File: src/verilog/coil_drv_pkg.sv
// coil_drv_pkg: constants and carrier types for the coil driver control block
// assumes a single 50 MHz system clock and digital stand-ins for the analog levels
`default_nettype none
package coil_drv_pkg;
  localparam int NUM_COILS = 6;
  localparam int NUM_STEPS = 20;
  localparam int STEP_W = 5;
  localparam int LEVEL_W = 12;
  localparam int STEP_MA = 50;
  localparam int CLK_HZ = 50_000_000;
  localparam int BOOST_HZ = 125_000;
  localparam int BOOST_DIV = CLK_HZ / BOOST_HZ;
  localparam int CARRIER_HZ = 125_000;
  localparam int CARRIER_DIV = CLK_HZ / CARRIER_HZ;
  localparam int QUARTER_DIV = CARRIER_DIV / 4;
  localparam int MA_PER_LSB = 1;
  localparam logic [LEVEL_W-1:0] LEVEL_MAX = 12'hFA0;
  localparam logic [LEVEL_W-1:0] BAT_LEVEL_DEF = 12'h400;
  localparam logic [STEP_W-1:0] STEP_RESET = 5'h00;
  localparam logic [STEP_W-1:0] STEP_LAST = 5'h13;
  localparam logic [2:0] COIL_RESET = 3'h0;

  typedef enum {
    MODE_POWER_DOWN, MODE_IDLE, MODE_OPERATE, MODE_SHUTDOWN, MODE_DIAG
  } mode_e;

  // per-line drive: drive_en high means the pin stage is driving
  typedef struct packed {
    logic [NUM_COILS-1:0] sine_active;
    logic [NUM_COILS-1:0] mid_park;
    logic [NUM_COILS-1:0] high_level;
    logic [NUM_COILS-1:0] drive_en;
  } pos_lines_s;

  typedef struct packed {
    logic [NUM_COILS-1:0] sink_low;
    logic [NUM_COILS-1:0] pullup_on;
    logic [NUM_COILS-1:0] drive_en;
  } ret_lines_s;

  typedef struct packed {
    logic start_tx;
    logic end_tx;
    logic to_diag;
    logic leave_diag;
    logic fault_reset;
    logic set_coil;
    logic [2:0] coil_sel;
    logic set_step;
    logic [STEP_W-1:0] step_sel;
  } cmd_s;
endpackage
`default_nettype wire
File: src/verilog/coil_driver_output_control.sv
// coil_driver_output_control: mode sequencing, coil line states, boost control,
// peak sample timing and current reference for the LF coil driver.
// assumes commands are already decoded from the serial port into one-cycle pulses,
// and comparator flags and sampled levels arrive synchronous to clk_sys.
`default_nettype none
module coil_driver_output_control
  import coil_drv_pkg::*;
#(
  parameter int BOOST_DIV_P = BOOST_DIV,
  parameter int CARRIER_DIV_P = CARRIER_DIV
) (
  input wire logic clk_sys,
  input wire logic rst,
  input wire logic chip_select,
  input wire coil_drv_pkg::cmd_s cmd,
  input wire logic line_short,
  input wire logic boost_switch_current,
  input wire logic boost_output_voltage,
  input wire logic shunt_sense_input,
  input wire logic [LEVEL_W-1:0] shunt_level,
  input wire logic [LEVEL_W-1:0] battery_level,
  input wire logic [LEVEL_W-1:0] integrator_raw,
  output coil_drv_pkg::pos_lines_s coil_positive_line,
  output coil_drv_pkg::ret_lines_s coil_return_line,
  output logic boost_enable,
  output logic boost_switch,
  output logic carrier_tick,
  output logic sample_strobe,
  output logic signed [LEVEL_W:0] reg_difference,
  output logic [LEVEL_W-1:0] integrator_cap_pin,
  output logic [2:0] mode_state,
  output logic [STEP_W-1:0] step_index
);
  import coil_drv_pkg::*;

  localparam int BW = $clog2(BOOST_DIV_P);
  localparam int CW = $clog2(CARRIER_DIV_P);
  localparam logic [CW-1:0] QUARTER = CW'(CARRIER_DIV_P / 4);

  mode_e mode_reg, mode_next;
  logic [2:0] coil_reg;
  logic [STEP_W-1:0] step_reg;
  logic [BW-1:0] bdiv_reg;
  logic [CW-1:0] cdiv_reg;
  logic [CW-1:0] qcnt_reg;
  logic qrun_reg;
  logic zc_prev_reg;
  logic boost_trip_reg;
  logic boost_sw_reg;
  logic [LEVEL_W-1:0] peak_reg;
  logic sample_reg;
  logic [LEVEL_W-1:0] integ_reg;
  logic signed [LEVEL_W:0] diff_reg;

  wire operate = (mode_reg == MODE_OPERATE);
  wire idle = (mode_reg == MODE_IDLE);
  wire lines_on = operate || idle;
  wire [NUM_COILS-1:0] sel_onehot = NUM_COILS'(1) << coil_reg;
  wire zero_cross = shunt_sense_input && !zc_prev_reg;
  wire over_limit = boost_switch_current || boost_output_voltage;
  wire bdiv_wrap = (bdiv_reg == BW'(BOOST_DIV_P - 1));
  wire cdiv_wrap = (cdiv_reg == CW'(CARRIER_DIV_P - 1));
  wire q_done = qrun_reg && (qcnt_reg == QUARTER - CW'(1));
  // reference in mA: (index+1)*50
  wire [LEVEL_W-1:0] step_ref = LEVEL_W'((32'(step_reg) + 32'd1) * STEP_MA / MA_PER_LSB);

  // mode sequencing
  always_comb begin
    mode_next = mode_reg;
    case (mode_reg)
      MODE_POWER_DOWN: if (chip_select) mode_next = MODE_IDLE;
      MODE_IDLE: begin
        if (line_short) mode_next = MODE_SHUTDOWN;
        else if (cmd.to_diag) mode_next = MODE_DIAG;
        else if (cmd.start_tx) mode_next = MODE_OPERATE;
      end
      MODE_OPERATE: begin
        if (line_short) mode_next = MODE_SHUTDOWN;
        else if (cmd.end_tx) mode_next = MODE_IDLE;
      end
      // transmit commands ignored until fault reset
      MODE_SHUTDOWN: if (cmd.fault_reset) mode_next = MODE_IDLE;
      MODE_DIAG: if (cmd.leave_diag || cmd.fault_reset) mode_next = MODE_IDLE;
      default: mode_next = MODE_POWER_DOWN;
    endcase
  end

  always_ff @(posedge clk_sys) begin
    if (rst) mode_reg <= MODE_POWER_DOWN;
    else mode_reg <= mode_next;
  end

  // selection registers; out-of-range steps are refused
  always_ff @(posedge clk_sys) begin
    if (rst) begin
      coil_reg <= COIL_RESET;
      step_reg <= STEP_RESET;
    end else begin
      if (cmd.set_coil && !operate && cmd.coil_sel < 3'(NUM_COILS)) coil_reg <= cmd.coil_sel;
      if (cmd.set_step && cmd.step_sel <= STEP_LAST) step_reg <= cmd.step_sel;
    end
  end

  // line states per coil
  genvar i;
  generate
    for (i = 0; i < NUM_COILS; i++) begin : g_line
      wire sel = sel_onehot[i];
      assign coil_positive_line.sine_active[i] = operate && sel;
      assign coil_positive_line.mid_park[i] = idle && sel;
      assign coil_positive_line.high_level[i] = lines_on && !sel;
      assign coil_positive_line.drive_en[i] = lines_on;
      assign coil_return_line.sink_low[i] = lines_on && sel;
      assign coil_return_line.pullup_on[i] = lines_on && !sel;
      assign coil_return_line.drive_en[i] = lines_on && sel;
    end
  endgenerate

  // boost switching divider; shares clk_sys with the carrier timing
  always_ff @(posedge clk_sys) begin
    if (rst || !operate) bdiv_reg <= '0;
    else bdiv_reg <= bdiv_wrap ? '0 : bdiv_reg + BW'(1);
  end

  // trip holds off switching until the next switching period starts clean
  always_ff @(posedge clk_sys) begin
    if (rst || !operate) begin
      boost_trip_reg <= 1'b0;
      boost_sw_reg <= 1'b0;
    end else begin
      if (over_limit) boost_trip_reg <= 1'b1;
      else if (bdiv_wrap) boost_trip_reg <= 1'b0;
      boost_sw_reg <= !over_limit && !boost_trip_reg &&
        (bdiv_reg < BW'(BOOST_DIV_P / 2));
    end
  end

  assign boost_enable = operate;
  assign boost_switch = boost_sw_reg && !over_limit;

  // carrier timebase
  always_ff @(posedge clk_sys) begin
    if (rst) cdiv_reg <= '0;
    else cdiv_reg <= cdiv_wrap ? '0 : cdiv_reg + CW'(1);
  end
  assign carrier_tick = cdiv_wrap;

  // peak sampling a quarter period after zero crossing
  always_ff @(posedge clk_sys) begin
    if (rst) begin
      zc_prev_reg <= 1'b0;
      qrun_reg <= 1'b0;
      qcnt_reg <= '0;
      sample_reg <= 1'b0;
      peak_reg <= '0;
    end else begin
      zc_prev_reg <= shunt_sense_input;
      sample_reg <= q_done;
      if (zero_cross) begin
        qrun_reg <= 1'b1;
        qcnt_reg <= '0;
      end else if (q_done) begin
        qrun_reg <= 1'b0;
        peak_reg <= shunt_level;
      end else if (qrun_reg) qcnt_reg <= qcnt_reg + CW'(1);
    end
  end
  assign sample_strobe = sample_reg;

  // regulation difference and integrator level
  always_ff @(posedge clk_sys) begin
    if (rst) begin
      diff_reg <= '0;
      integ_reg <= '0;
    end else begin
      diff_reg <= $signed({1'b0, step_ref}) - $signed({1'b0, peak_reg});
      if (idle) integ_reg <= battery_level;
      else if (operate) integ_reg <= (integrator_raw > LEVEL_MAX) ? LEVEL_MAX : integrator_raw;
      else integ_reg <= '0;
    end
  end

  assign reg_difference = diff_reg;
  assign integrator_cap_pin = integ_reg;
  assign mode_state = 3'(mode_reg);
  assign step_index = step_reg;
endmodule
`default_nettype wire

File: config.mk
export PLATFORM = sky130hd
export DESIGN_NAME = coil_driver_output_control
export DESIGN_NICKNAME = d
export VERILOG_FILES = /design/src/verilog/coil_drv_pkg.sv /design/src/verilog/coil_driver_output_control.sv
export SDC_FILE = /design/constraint.sdc
export NUM_CORES = 1
export LEC_CHECK = 0
export ABC_AREA = 1
export BUFFER_PORTS_ARGS = -buffer_cell sky130_fd_sc_hd__buf_4
export CORE_UTILIZATION = 56
export CTS_CLUSTER_SIZE = 28
export DETAILED_ROUTE_END_ITERATION = 16
export PLACE_DENSITY_LB_ADDON = 0.3
export RECOVER_POWER = 25
export SYNTH_ARGS = -nofsm -noshare
export SYNTH_HDL_FRONTEND = slang
export SYNTH_SLANG_ARGS = --single-unit
File: constraint.sdc
create_clock -name clk_sys -period 6.1 [get_ports clk_sys]
set_input_delay 1.22 -clock clk_sys [delete_from_list [all_inputs] [get_ports clk_sys]]
set_output_delay 1.22 -clock clk_sys [all_outputs]
set_load 0.03 [all_outputs]
# [After elaboration in Yosys (flattened, before gate mapping)]
# Index checks and enable logic that the tools add are counted.
[op_classes] addsub=5 n_mul=1 magnitude_cmp=4 eq_ne=14 n_shift=1 muxes=16 bitwise=2 reduce_logical=55
[op_table] operator="$mux 32" n=8
[op_table] operator="$pmux 32 s5" n=1
[op_table] operator="$eq 32x2->1 const B" n=3
[op_table] operator="$eq 32x3->1 const B" n=2
[op_table] operator="$mux 12" n=3
[op_table] operator="$eq 32x1->1 const B" n=1
[op_table] operator="$logic_and 1x1->1" n=32
[op_table] operator="$logic_not 32->1" n=1
[op_table] operator="$add 9x1->9 const B" n=3
[op_table] operator="$eq 9x9->1 const B" n=2
[op_table] operator="$sub 12x12->13" n=1
[op_table] operator="$gt 12x12->1 const B" n=1
[op_table] operator="$mul 6x5->11 const B" n=1
[op_table] operator="$logic_not 1->1" n=10
[op_table] operator="$eq 9x7->1 const B" n=1
[op_table] operator="$lt 9x8->1 const B" n=1
[op_table] operator="$add 5x1->6 const B" n=1
[op_table] operator="$ne 2x2->1 const B" n=3
[op_table] operator="$reduce_or 2->1" n=3
[op_table] operator="$shl 1x3->6 const A" n=1
[op_table] operator="$le 5x5->1 const B" n=1
[op_table] operator="$reduce_and 5->1" n=1
[op_table] operator="$logic_or 1x1->1" n=4
[op_table] operator="$mux 1" n=4
[op_table] operator="6 further kinds" n=9
[totals] regBits=109 in_bits=58 output_inout_bits=79 elab_cells=112

# [Logic depth before layout (Yosys ltp)]
[logic_depth] word_depth=4 ltp_mapped=23 mapped_depth_nobuf=23

# [Worst setup path after synthesis]
# Ideal clock, no wire load.
[synth_path] kind="register -> register" from="register step_reg[0], in the netlist step_index[0]" to="register diff_reg[12], in the netlist reg_difference[12]" setup_ps=74 arrival_time_ps=3754 required_ps=6026 setup_slack_ps=2271 path_stages_with_launch=16 n_path_buf=0 synth_period_minus_slack_ps=3829 path_cell_list="dfxtp_1 > inv_1 > ha_1 > inv_1 > ha_1 > ha_1 > ha_1 > fa_1 > nand3_1 > nand3_1 > a21o_1 > a21oi_1 > xor2_1 > ha_1 > a211o_1 > a31oi_1"
[synth_via] elab_chain_len=3
[synth_lines] element="start, declared" line="coil_driver_output_control.sv:42" text="logic [STEP_W-1:0] step_reg;"
[synth_lines] element="start signal, assigned" line="coil_driver_output_control.sv:100" text="if (cmd.set_step && cmd.step_sel <= STEP_LAST) step_reg <= cmd.step_sel;"
[synth_lines] element="$add 5x1->6" line="coil_driver_output_control.sv:65" text="wire [LEVEL_W-1:0] step_ref = LEVEL_W'((32'(step_reg) + 32'd1) * STEP_MA / MA_PER_LSB);"
[synth_lines] element="$mul 6x5->11" line="coil_driver_output_control.sv:65"
[synth_lines] element="$sub 12x12->13" line="coil_driver_output_control.sv:176" text="diff_reg <= $signed({1'b0, step_ref}) - $signed({1'b0, peak_reg});"
[synth_lines] element="end signal, assigned" line="coil_driver_output_control.sv:176"
[synth_lines] element="end, declared" line="coil_driver_output_control.sv:53" text="logic signed [LEVEL_W:0] diff_reg;"
# No other way between the ends.
# A chain may end at the register's enable or synchronous reset.

# [Worst setup path in the final report]
[layout_path] from="register step_reg[1], in the netlist step_index[1]" to="register diff_reg[11], in the netlist reg_difference[11]"
# The elaborated chain is that of the path after synthesis.

==> impl_metrics.tcl <==
set metrics [dict create \
    top_layer "met4" \
    drive_gt1_share_pct 20.6 \
    io_buffer_count 136 \
    syn_area_per_cell_um2 7.21 \
    area_growth_pct 26.0 \
    cp_data_required_time_ns 6.33 \
    setup_violations 0 \
    crit_path_max_incr_delay_ns 0.46 \
    hold_viol_final 0 \
    drt-met1-wl_um 4500 \
    vias 4413 \
    gr-total-overflow 0 \
    swShare_pct 39.8 \
    start_util_pct 57.9 \
    fill_cells 627 \
    die_x_um 91.4 \
    final_common_cell "buf_4" \
    synth_largest_area_cell "dfxtp_1" \
    post-route-period-util_pct 65.9 \
    dp.cells 829 \
    drtPass1Iterations 4 \
    wl_met2_um 5780 \
    hold_path_class "flop to flop" \
    final_cells 845 \
    clock-root-buffer "clkbuf_8" \
    place_area_um2 5430 \
    clkTransAtPathRegs_ns 0.09 \
    clock_path_buffers 2 \
    critical_path_class "flop to flop" \
    yosysSeqAreaShare_pct 35.8 \
    cp.arrival_ns 4.25 \
    postCtsSetupRepairBufs 0 \
    syn-num-nets 714 \
    grt_max_degree 25 \
    layout_common_cells "129 x buf_4, 96 x nor2_1, 88 x inv_1" \
    clock_latency_ns 0.34 \
    cp_slowest_cell "dfxtp_1" \
    coreArea_um2 7730 \
    tightest_slew_ns 1.16 \
    clockPowerShare_pct 24.6 \
    fin_util_pct 72.9 \
    io_pins 137 \
    maxCapViolCount 0 \
    fin_setup_tns_ns 0 \
    die_y_um 91.4 \
    diodes 0 \
    syn_area_um2 4470 \
    cpMostUsedCell "nand2_1" \
    wl_per_cell_um 13.1 \
    cp-end-kind "flop" \
    ys_top_cells_by_area "dfxtp_1 36%, ha_1 9.5%, nor2_1 8.1%, inv_1 7.4%, nand2_1 7.1%" \
    grt_usage_pct 27.5 \
    h-tree-depth 3 \
    final_max_slew_viol_count 0 \
    antenna_found_initial 0 \
    worst-path-max-fanout 6 \
    nNetsFinal 832 \
    vdd_drop_max_mv 0.200 \
    hpwl_um 8580 \
    timing.fmax_ghz 0.249 \
    fin_skew_ns 0.0135 \
    cts_num_sinks 80 \
    grt_pass1_vias 4189 \
    rsz0062_at_grt "false" \
    largest_reg_flops 13 \
    yosysWarnings 0 \
    combPwrFrac_pct 42.5 \
    final_area_um2 5630 \
    cts_tree "built" \
    vias_per_cell 5.22 \
    p_switching_mw 0.715 \
    synth_top_cell_area_share_pct 35.8 \
    postSynthCellCount 620 \
    outcome "complete, no violations" \
    cts_resized 0 \
    gp_congestion 0.947 \
    maxSlewHeadroom_pct 22.8 \
    fin_crit_ns 4.02 \
    synth_cell_types 36 \
    postCtsHoldBufs 0 \
    ant_nets 0 \
    dieArea_um2 8350 \
    grt_pass1_wl_um 18300 \
    drt-total-wl_um 11000 \
    wl_met3_um 554 \
    start_kind "flop" \
    fp-row-count 32 \
    intPower_mw 1.08 \
    synth_seq_cells 80 \
    cts_buffers 9 \
    drc 0 \
    leakagePower_nw 2.74 \
    path_cells "nand3_1 -> xor2_1 -> inv_1 -> a21oi_1 -> nor2_1 -> ha_1 -> ha_1 -> ha_1 -> a21oi_1 -> nand2_1 -> nand2_1 -> nand2_1 -> a21oi_1 -> xnor2_1 -> ha_1 -> nand2_1 -> nor2_1 -> nand4_1 -> nand3_1 -> nand2_1 -> nand2_1 -> nor2_1" \
    pwr-share-seq_pct 32.9 \
    power_density_nw_per_um2 319 \
    drt_iter0_drc 152 \
]
[synthesized netlist by cell type, drive strengths merged]
cell and instances:
o22ai 1, nor4 2, or2 2, nor3 28
o21bai 1, a31oi 2, o21ai 35, o211ai 1
dfxtp 80, xor2 10, nand4 10, a21oi 43
a32o 2, ha 34, inv 88, fa 2
nand3b 1, clkbuf 5, buf 25, a21o 1
nor3b 6, o21a 4, xnor2 7, nand3 37
and3b 1, a211oi 5, nand2 89, nor2 97
a211o 1
[metrics by stage]
step | total power, mW | hold slack, ns | worst slack, ns
final | 1.80 | 0.449 | 2.08
after global routing | 1.90 | 0.483 | 1.75
after CTS | 1.81 | 0.455 | 2.15
after detailed placement | 1.37 | 0.443 | 2.20
after global placement | 1.36 | 0.427 | 2.45
after floorplan | 1.16 | 0.418 | 2.27
[cell type report]
cell class,instances,area [µm²],area share (%)
Clock buffer,12,155,2.75
Inverter,88,330,5.86
Tap cell,102,128,2.27
Sequential cell,80,1600,28.4
Timing Repair Buffer,137,1000,17.8
Clock inverter,4,73.8,1.31
Multi-Input combinational cell,422,2340,41.6
[critical path: cells and delay by family, from the launching register on]
kind | cells | cell delay, ns
fa+ha+maj | 4 | 1.29
flops | 1 | 0.46
simple gates | 12 | 1.12
compound gates | 3 | 0.48
buf+inv | 1 | 0.10
xor+xnor | 2 | 0.43
[power by group through the flow]
stage                     Sequential, mW  Combinational, mW  Clock, mW
after CTS                          0.593              0.769      0.450
after detailed placement           0.604              0.764          0
after global placement             0.603              0.754          0
after global routing               0.598              0.825      0.477
final                              0.592              0.764      0.442
after floorplan                    0.679              0.483          0
[path summary, 6_finish.rpt]
check                     start                  to  slack, ns  cells after the start
setup reg to reg  step_index[1]  reg_difference[11]       2.08                     22
setup / recovery  step_index[1]  reg_difference[11]       2.08                     22
hold reg to reg     cdiv_reg[0]         cdiv_reg[0]       0.45                      1
hold / removal      cdiv_reg[0]         cdiv_reg[0]       0.45                      1
[cells by family after synthesis]
kind of cell	after synthesis	share of synthesized area [%]
AO/OA/AOI/OAI	96	11.8
AND/OR/NAND/NOR	273	26.9
buffers and inverters	118	11.7
XOR/XNOR	17	3.33
flip-flops	80	35.8
adder cells (fa/ha/maj)	36	10.4
[layer usage]
metal | up-vias | track usage, %
met5 | - | 0
met3 | 19 | 4.77
li1 | 2241 | -
met2 | 144 | 52.7
met1 | 2009 | 29.8
met4 | 0 | 10.3
No activity file was read; power rests on OpenSTA's default activity.
